File: config.mk
export PLATFORM = sky130hd
export DESIGN_NAME = cch_handler
export DESIGN_NICKNAME = d
export VERILOG_FILES = /design/src/cch_pkg.sv /design/src/cch_handler.sv /design/src/cch_nv_writer.sv
export SDC_FILE = /design/constraint.sdc
export NUM_CORES = 1
export LEC_CHECK = 0
export BUFFER_PORTS_ARGS = -buffer_cell sky130_fd_sc_hd__buf_2
export CAP_MARGIN = 20
export CORE_UTILIZATION = 55
export DETAILED_ROUTE_END_ITERATION = 8
export PLACE_DENSITY = 0.85
export SLEW_MARGIN = 20
export SYNTH_ARGS = -nofsm -noshare
export SYNTH_HDL_FRONTEND = slang
export SYNTH_SLANG_ARGS = --single-unit
File: constraint.sdc
create_clock -name mclk -period 6.05 [get_ports mclk]
set_input_delay 0.9075 -clock mclk [delete_from_list [all_inputs] [get_ports mclk]]
set_output_delay 0.9075 -clock mclk [all_outputs]
set_load 0.05 [all_outputs]
File: src/cch_pkg.sv
// constants, types and commands of the calibration command handler
// Operation
// - Each written identification word lands in shadow registers and is also sent to nonvolatile memory.
// - Command 40 plus data writes the low identification word (address 00), 41 the high word (address 01).
// - Two analog setup registers exist while one coefficient set serves both of them.
// - Command B0 selects the primary setup and B1 the alternate setup as active.
// - Command A2 runs one raw sensor measurement with the primary setup stored at address 12.
// - Command A3 runs one raw sensor measurement with the host data word as its configuration.
// - Command A6 runs one raw temperature measurement with the internal temperature configuration.
// - Command A7 runs one raw temperature measurement with the host word, bits 15 to 12 forced off.
// - After reset the primary setup is the active one without any selection command.
// - Any reset drops the setup selection, so the host must send it again afterwards.
package cch_pkg;
	// command codes
	localparam logic [7:0] CCH_CMD_MEMWR_BASE = 8'h40;
	localparam logic [7:0] CCH_CMD_MEMWR_LAST = 8'h7F;
	localparam logic [7:0] CCH_CMD_SEL_PRI    = 8'hB0;
	localparam logic [7:0] CCH_CMD_SEL_ALT    = 8'hB1;
	localparam logic [7:0] CCH_CMD_SENS_STORE = 8'hA2;
	localparam logic [7:0] CCH_CMD_SENS_USER  = 8'hA3;
	localparam logic [7:0] CCH_CMD_TEMP_STORE = 8'hA6;
	localparam logic [7:0] CCH_CMD_TEMP_USER  = 8'hA7;
	// memory addresses of the words held here
	localparam logic [5:0] CCH_ADDR_ID_LOW    = 6'h00;
	localparam logic [5:0] CCH_ADDR_ID_HIGH   = 6'h01;
	localparam logic [5:0] CCH_ADDR_PRI_SETUP = 6'h12;
	localparam logic [5:0] CCH_ADDR_ALT_SETUP = 6'h16;
	// field layout of a user temperature word
	localparam int         CCH_TEMP_KEEP_MSB  = 11;
	localparam logic [3:0] CCH_TEMP_IGNORED   = 4'h0;
	// values after reset
	localparam logic [15:0] CCH_ID_LOW_RST    = 16'h0000;
	localparam logic [15:0] CCH_ID_HIGH_RST   = 16'h0000;
	localparam logic [15:0] CCH_PRI_RST       = 16'h0000;
	localparam logic [15:0] CCH_ALT_RST       = 16'h0000;
	localparam logic [15:0] CCH_TEMP_CFG_RST  = 16'h0000;

	// one host command: code byte and data word
	typedef struct packed {
		logic [7:0]  code;
		logic [15:0] data;
	} cch_cmd_t;

	// one measurement order to the front end
	typedef struct packed {
		logic        isTemp;
		logic [15:0] cfgWord;
	} cch_meas_t;

	// one nonvolatile write
	typedef struct packed {
		logic [5:0]  addr;
		logic [15:0] data;
	} cch_nv_t;

	typedef enum logic [2:0] {
		CCH_IDLE = 3'b001,
		CCH_NVWR = 3'b010,
		CCH_MEAS = 3'b100
	} cch_state_t;
endpackage

File: src/cch_handler.sv
// command decoder for identification writes, setup selection and raw measurements
`timescale 1ns/1ps
module cch_handler import cch_pkg::*; (
	input  wire logic      mclk,
	input  wire logic      sys_rst,
	input  wire logic      clkEn,
	input  wire cch_cmd_t  cmdIn,
	input  wire logic      cmdValid,
	output logic           cmdReady,
	output logic           cmdError,
	output cch_meas_t      measOut,
	output logic           measStart,
	input  wire logic      measDone,
	output logic           nvReq,
	output cch_nv_t        nvOut,
	input  wire logic      nvAck,
	output logic [15:0]    custIdLow,
	output logic [15:0]    custIdHigh,
	output logic [15:0]    primarySetup,
	output logic [15:0]    alternateSetup,
	output logic [15:0]    activeSetupWord,
	output logic           altSelected,
	output logic           busy
);
	cch_state_t  state;
	cch_state_t  next_state;
	logic        accept;
	logic        isMemWr;
	logic [5:0]  wrAddr;
	logic        wrMapped;
	logic        nvStart;
	logic        nvDone;
	logic [15:0] tempCfg;
	cch_nv_t     nvWord;

	// decode of the offered command
	assign cmdReady = (state == CCH_IDLE);
	assign accept   = clkEn && cmdValid && cmdReady;
	assign isMemWr  = (cmdIn.code >= CCH_CMD_MEMWR_BASE) && (cmdIn.code <= CCH_CMD_MEMWR_LAST);
	assign wrAddr   = 6'(cmdIn.code - CCH_CMD_MEMWR_BASE);
	assign wrMapped = isMemWr && ((wrAddr == CCH_ADDR_ID_LOW) || (wrAddr == CCH_ADDR_ID_HIGH)
		|| (wrAddr == CCH_ADDR_PRI_SETUP) || (wrAddr == CCH_ADDR_ALT_SETUP));
	assign nvStart  = accept && wrMapped;
	assign nvWord   = '{addr: wrAddr, data: cmdIn.data};
	assign busy     = (state != CCH_IDLE);

	// next state
	always_comb begin
		next_state = state;
		case (state)
			CCH_IDLE: begin
				if (nvStart)
					next_state = CCH_NVWR;
				else if (accept && ((cmdIn.code == CCH_CMD_SENS_STORE)
					|| (cmdIn.code == CCH_CMD_SENS_USER) || (cmdIn.code == CCH_CMD_TEMP_STORE)
					|| (cmdIn.code == CCH_CMD_TEMP_USER)))
					next_state = CCH_MEAS;
			end
			CCH_NVWR: begin
				if (nvDone)
					next_state = CCH_IDLE;
			end
			CCH_MEAS: begin
				if (measDone)
					next_state = CCH_IDLE;
			end
			default: next_state = CCH_IDLE;
		endcase
	end

	// state register
	always_ff @(posedge mclk) begin
		if (sys_rst) begin
			state <= CCH_IDLE;
		end else if (clkEn) begin
			state <= next_state;
		end
	end

	// shadow copies of the identification words
	always_ff @(posedge mclk) begin
		if (sys_rst) begin
			custIdLow  <= CCH_ID_LOW_RST;
			custIdHigh <= CCH_ID_HIGH_RST;
		end else if (accept && isMemWr) begin
			if (wrAddr == CCH_ADDR_ID_LOW)
				custIdLow <= cmdIn.data;
			if (wrAddr == CCH_ADDR_ID_HIGH)
				custIdHigh <= cmdIn.data;
		end
	end

	// two setup words, written only by memory writes
	always_ff @(posedge mclk) begin
		if (sys_rst) begin
			primarySetup   <= CCH_PRI_RST;
			alternateSetup <= CCH_ALT_RST;
		end else if (accept && isMemWr) begin
			if (wrAddr == CCH_ADDR_PRI_SETUP)
				primarySetup <= cmdIn.data;
			if (wrAddr == CCH_ADDR_ALT_SETUP)
				alternateSetup <= cmdIn.data;
		end
	end

	// factory temperature configuration, fixed after reset
	always_ff @(posedge mclk) begin
		if (sys_rst) begin
			tempCfg <= CCH_TEMP_CFG_RST;
		end
	end

	// setup selection, cleared by every reset
	always_ff @(posedge mclk) begin
		if (sys_rst) begin
			altSelected <= 1'b0;
		end else if (accept) begin
			if (cmdIn.code == CCH_CMD_SEL_ALT)
				altSelected <= 1'b1;
			else if (cmdIn.code == CCH_CMD_SEL_PRI)
				altSelected <= 1'b0;
		end
	end

	// active setup word seen by the front end, one coefficient set for both
	always_ff @(posedge mclk) begin
		if (sys_rst) begin
			activeSetupWord <= CCH_PRI_RST;
		end else if (clkEn) begin
			activeSetupWord <= altSelected ? alternateSetup : primarySetup;
		end
	end

	// measurement order and its start pulse
	always_ff @(posedge mclk) begin
		if (sys_rst) begin
			measOut   <= '0;
			measStart <= 1'b0;
		end else if (clkEn) begin
			measStart <= 1'b0;
			if (accept) begin
				case (cmdIn.code)
					CCH_CMD_SENS_STORE: begin
						measOut   <= '{isTemp: 1'b0, cfgWord: primarySetup};
						measStart <= 1'b1;
					end
					CCH_CMD_SENS_USER: begin
						measOut   <= '{isTemp: 1'b0, cfgWord: cmdIn.data};
						measStart <= 1'b1;
					end
					CCH_CMD_TEMP_STORE: begin
						measOut   <= '{isTemp: 1'b1, cfgWord: tempCfg};
						measStart <= 1'b1;
					end
					CCH_CMD_TEMP_USER: begin
						measOut   <= '{isTemp: 1'b1,
							cfgWord: {CCH_TEMP_IGNORED, cmdIn.data[CCH_TEMP_KEEP_MSB:0]}};
						measStart <= 1'b1;
					end
					default: begin
						measStart <= 1'b0;
					end
				endcase
			end
		end
	end

	// error pulse for codes this block does not serve
	always_ff @(posedge mclk) begin
		if (sys_rst) begin
			cmdError <= 1'b0;
		end else if (clkEn) begin
			cmdError <= accept && !wrMapped && (cmdIn.code != CCH_CMD_SEL_PRI)
				&& (cmdIn.code != CCH_CMD_SEL_ALT) && (cmdIn.code != CCH_CMD_SENS_STORE)
				&& (cmdIn.code != CCH_CMD_SENS_USER) && (cmdIn.code != CCH_CMD_TEMP_STORE)
				&& (cmdIn.code != CCH_CMD_TEMP_USER);
		end
	end

	// nonvolatile programming of every mapped write
	cch_nv_writer uNv (
		.mclk    (mclk),
		.sys_rst (sys_rst),
		.clkEn   (clkEn),
		.start   (nvStart),
		.req     (nvWord),
		.nvAck   (nvAck),
		.nvReq   (nvReq),
		.nvOut   (nvOut),
		.done    (nvDone)
	);
endmodule // cch_handler

File: src/cch_nv_writer.sv
// holds one nonvolatile write request until the memory acknowledges it
`timescale 1ns/1ps
module cch_nv_writer import cch_pkg::*; (
	input  wire logic     mclk,
	input  wire logic     sys_rst,
	input  wire logic     clkEn,
	input  wire logic     start,
	input  wire cch_nv_t  req,
	input  wire logic     nvAck,
	output logic          nvReq,
	output cch_nv_t       nvOut,
	output logic          done
);
	// request level, dropped on acknowledge
	always_ff @(posedge mclk) begin
		if (sys_rst) begin
			nvReq <= 1'b0;
		end else if (clkEn) begin
			if (start)
				nvReq <= 1'b1;
			else if (nvAck)
				nvReq <= 1'b0;
		end
	end

	// address and data latched at start
	always_ff @(posedge mclk) begin
		if (sys_rst) begin
			nvOut <= '0;
		end else if (clkEn && start) begin
			nvOut <= req;
		end
	end

	// one-cycle completion pulse after the acknowledge
	always_ff @(posedge mclk) begin
		if (sys_rst) begin
			done <= 1'b0;
		end else if (clkEn) begin
			done <= nvReq && nvAck;
		end
	end
endmodule // cch_nv_writer

Word level (Yosys, flattened, before mapping)
Cells that the tools add are included.
- mux-type cells: 13
- add/sub/neg operators: 1
- divide/modulo/power cells: 0
- equal/unequal tests: 22
- multiply operators: 0
- shifts and indexed selects: 0
- reduce and logical (&&, ||, !) cells: 36
- $lt $le $gt $ge: 2
- bitwise gates (word level): 0
- operators by type and width (kind ; count):
    $pmux W17 S4 ; 1
    $eq A8 B8 Y1 const B ; 6
    $ne A8 B8 Y1 const B ; 6
    $logic_and A1 B1 Y1 ; 16
    $mux W16 ; 1
    $eq A6 B5 Y1 const B ; 2
    $mux W3 ; 4
    $reduce_and A2 Y1 ; 6
    $pmux W3 S3 ; 1
    $ge A8 B7 Y1 const B ; 1
    $le A8 B7 Y1 const B ; 1
    $eq A6 B1 Y1 const B ; 1
    $logic_not A6 Y1 ; 1
    $logic_or A1 B1 Y1 ; 6
    $mux W1 ; 6
    $ne A3 B1 Y1 const B ; 2
    $sub A6 B1 Y6 const B ; 1
    $reduce_and A4 Y1 ; 1
    $reduce_bool A2 Y1 ; 2
    $reduce_bool A4 Y1 ; 1
    $reduce_or A4 Y1 ; 1
    $eq A3 B1 Y1 const B ; 1
    $eq A3 B2 Y1 const B ; 1
    $eq A3 B3 Y1 const B ; 1
    other kinds (4) ; 4
- output and inout port bits: 125
- logic and storage cells: 89
- ROM bits: 0
- latch bits: 0
- bits of input ports: 30
- memories kept: 0
- memory bits (writable): 0
- flip-flop bits (word level): 127

Depth between registers and ports, before layout
- depth in word-level cells: 14
- gate-level depth with buffers: 7
- gate-level depth less buffers: 5

Cells and area by module
From an unflattened synthesis, not the netlist that was laid out.
- cell total of the unflattened synthesis: 552
- area, all modules: 5452.7 um^2
- by module, submodules not included (module ; sequential area each (um^2) ; area each (um^2) ; instances ; cells each):
    cch_handler ; 2062.0 ; 4331.7 ; 1 ; 442
    cch_nv_writer ; 480.5 ; 1121.1 ; 1 ; 110

Worst setup path before layout
No wires, ideal clock.
- path kind: input to register
- from: input port cmdIn[21] (netlist name)
- to: register primarySetup[10]
- required time: 5.934 ns
- path buffers: 3
- data arrival time: 2.785 ns
- library setup time: 0.116 ns
- path slack: 3.149 ns
- stages: 7
- cell sequence: or4b_1 -> clkbuf_1 -> a2111o_1 -> or3_1 -> buf_2 -> buf_6 -> a31o_1
- cells in the longest elaborated chain, start to end: 4
- elaborated cells between the ends (all ways): 7
- classes of those cells: add/sub (1); order compare (2); eq/ne (1); reduce/logical (3)
- ends and longest elaborated chain (item ; RTL line ; source):
    from (decl) ; cch_handler.sv:7 ; input wire cch_cmd_t cmdIn,
    parallel branches: the longest is 3 deep, another holds $sub A6 B1 Y6 ; - ;
    $reduce_and A2 Y1 (no line) (*) ; - ;
    to (signal assigned) ; cch_handler.sv:100 ; primarySetup <= cmdIn.data;
    to (decl) ; cch_handler.sv:19 ; output logic [15:0] primarySetup,
Every way passes the cells marked *.
A chain may end at the register's enable or synchronous reset.

Worst setup path in the final report
- from: input port clkEn
- to: register state[0]
- cells in the longest elaborated chain, start to end: 5
- elaborated cells between the ends (all ways): 8
- classes of those cells: eq/ne (1); mux (2); reduce/logical (5)
- ends and longest elaborated chain (item ; RTL line ; source):
    from (decl) ; cch_handler.sv:6 ; input wire logic clkEn,
    $logic_and A1 B1 Y1 (2 in a row) ; cch_handler.sv:38 ; assign accept = clkEn && cmdValid && cmdReady;
    $logic_and A1 B1 Y1, on equally long branches ; cch_handler.sv:54, cch_handler.sv:43 ;
    $ne A3 B1 Y1 (no line) or $mux W3 (tied branches) ; - ;
    $reduce_and A4 Y1 (no line) or $pmux W3 S3 (tied branches) ; - ;
    to (signal assigned) ; cch_handler.sv:76 ; state <= next_state;
    to (decl) ; cch_handler.sv:25 ; cch_state_t state;
Several ways; a longest one is shown, not always the timed one.

==> results_dict.tcl <==
set metrics [dict create \
    dr.first_iter.drc_count 309 \
    clk_pin_slew_ns 0.06 \
    floorplan.initialDensity_pct 56.7 \
    max_slew.worst_pin.slew_ns 1.04 \
    wirelength_um 14800 \
    vias_per_cell 5.95 \
    crit_path_end_kind "flip-flop" \
    place.gp.congestion 0.820 \
    ir_drop_mv 0.193 \
    setup_viol 0 \
    synth_fp_nets 611 \
    cts_made_buffers 17 \
    place_ws_ns 2.53 \
    power_switching_uw 467 \
    grt_pass1_wl_um 23100 \
    relSlewSlack_pct 30.2 \
    syn_inst 581 \
    overflow 0 \
    fmax_ghz 0.326 \
    status "finished, final reports clean" \
    diodes 0 \
    grt_pass1_vias 4580 \
    yosys.area.top_type "dfxtp_1" \
    drc_errors 0 \
    pwr-share-comb_pct 5.4 \
    fin_skew_ns 0.00505 \
    drive_gt1_share_pct 28.7 \
    crit_fanout 38 \
    r2r_slack_ns 3.50 \
    rsz0062_at_grt "no" \
    hpwl_um 9470 \
    clockPowerShare_pct 52.8 \
    cts.sinks 127 \
    seqPwrFrac_pct 41.8 \
    synth_edf_count 0 \
    setup_ws_ns 2.98 \
    required_ns 6.45 \
    hold_path_class "reg2reg" \
    switching_share_pct 23.1 \
    portBuffers 154 \
    drv_cap 0 \
    cts_setup_buffers 0 \
    ios 155 \
    synth-seq-cells 127 \
    startpoint_type "input port" \
    die_area_mm2 0.00937 \
    fin_nets 739 \
    cts_root_buf "clkbuf_8" \
    final-hold-violation-count 0 \
    fillerInstances 653 \
    vias 4941 \
    power.density_mw_per_mm2 319 \
    p_leak_uw 0.00262 \
    yosys-top-cells-count "dfxtp_1 (127), nand2_1 (124), a21oi_1 (70)" \
    fin_crit_sh_pct 50.7 \
    wl_per_cell_um 17.8 \
    synthArstFlopShare_pct 0 \
    fin_setup_tns_ns 0 \
    htreeDepth 4 \
    worst_skew_pair.late_latency_ns 0.52 \
    synth.distinct_cells 36 \
    synth_top_area_share_pct 51.4 \
    synth_area_mm2 0.00494 \
    slew_viol_final 0 \
    cts_tree "done" \
    area_delta_synth_final_pct 28.7 \
    synth_area_per_cell_um2 8.51 \
    crit_type "in2reg" \
    synth.most_common_cell "dfxtp_1" \
    grt_max_degree 95 \
    seq_area_frac_synth_pct 51.4 \
    first_pass_iters 5 \
    antenna_left 0 \
    die_x_um 96.8 \
    clk_path_buf_depth 2 \
    grt_usage_pct 31.2 \
    rows 34 \
    yosys-top-cells-area "dfxtp_1 (51%), nand2_1 (9.4%), a21oi_1 (7.1%)" \
    ys.flop_type "dfxtp_1" \
    cts_resized 0 \
    core_area_mm2 0.00872 \
    cp_data_arrival_time_ns 3.47 \
    p_int_uw 1560 \
    antenna_found_initial 0 \
    period_needed_ns 3.07 \
    ctsHoldBuffers 0 \
    dieHeight_um 96.8 \
    yosys_warnings 0 \
]
-- state kept, by name (all words and copies together), names as in the netlist, 3 cells and up --
signal,flops
state,3
alternateSetup,16
uNv.nvOut,22
measOut,17
custIdHigh,16
custIdLow,16
activeSetupWord,16
primarySetup,16
-- power by group through the flow --
stage               Clock [uW]  Combinational [uW]  Sequential, uW
finish                    1070                 110             847
global route              1110                 116             847
CTS                       1070                 108             847
detailed placement           0                 107             865
global placement             0                 104             865
floorplan                    0                44.5             887
-- cell type report --
cell class / count / area [um^2] / area share, %
sequential: 127 / 2540 / 40.0
timing repair buffer: 161 / 823 / 12.9
clock inverter: 13 / 188 / 2.95
clock buffer: 19 / 442 / 6.94
tap: 108 / 135 / 2.12
multi-input combinational: 398 / 2220 / 34.8
inverter: 4 / 15.0 / 0.236
-- worst max-delay path, stage by stage --
cell	delay, ns
buf_2	0.50
nand2_1	0.44
nor4_2	0.84
buf_4	0.41
nor2_1	0.07
a211o_1	0.30
-- layer usage --
metal / global-route usage [%] / up-vias / share of wire [%]
met5: 0 / - / 0
met4: 17.3 / 0 / 3.7
met3: 9.32 / 51 / 9.6
met2: 49.4 / 284 / 47
met1: 38.0 / 2317 / 39
li1: - / 2289 / -
-- logic make-up after synthesis --
kind of cell,share of synthesized area [%]
AND/OR/NAND/NOR,21.7
multiplexers,5.47
buffers and inverters,4.51
flip-flops,51.4
AO/OA/AOI/OAI,16.9
-- final timing paths --
path,start,end,depth (start not counted)
setup reg to reg,state[0]$_SDFFE_PP1P_,state[0]$_SDFFE_PP1P_,6
hold reg to reg,uNv.nvOut[17]$_SDFFE_PP0P_,uNv.nvOut[17]$_SDFFE_PP0P_,2
setup / recovery,clkEn,state[0]$_SDFFE_PP1P_,6
hold / removal,uNv.nvOut[17]$_SDFFE_PP0P_,uNv.nvOut[17]$_SDFFE_PP0P_,2
-- through the flow --
| step | util, % | power, uW | cells | instance area [um^2] | hold WS [ns] |
|---|---|---|---|---|---|
| after CTS | 72.8 | 2030 | 830 | 6350 | 0.453 |
| after global placement | 65.6 | 969 | 798 | 5720 | 0.436 |
| after global routing | 72.9 | 2070 | 830 | 6360 | 0.464 |
| after floorplan | - | 932 | 581 | 4940 | 0.442 |
| final | 72.9 | 2030 | 830 | 6360 | 0.452 |
| after detailed placement | 65.6 | 971 | 798 | 5720 | 0.442 |
-- cell usage in the layout, fill, tap and decap left out, drive strengths merged, types with 2 or more instances in the layout --
cell	instances
nor3b	13
nor4	21
a21oi	70
or4	4
or4b	2
nor2	42
dfxtp	127
a31o	16
clkinvlp	3
bufinv	4
inv	2
nand2	124
a211oi	28
mux2i	27
and3	2
o21ai	17
buf	161
or3	2
nand3	19
clkinv	8
clkbuf	19
Power figures use the tool's default switching activity.
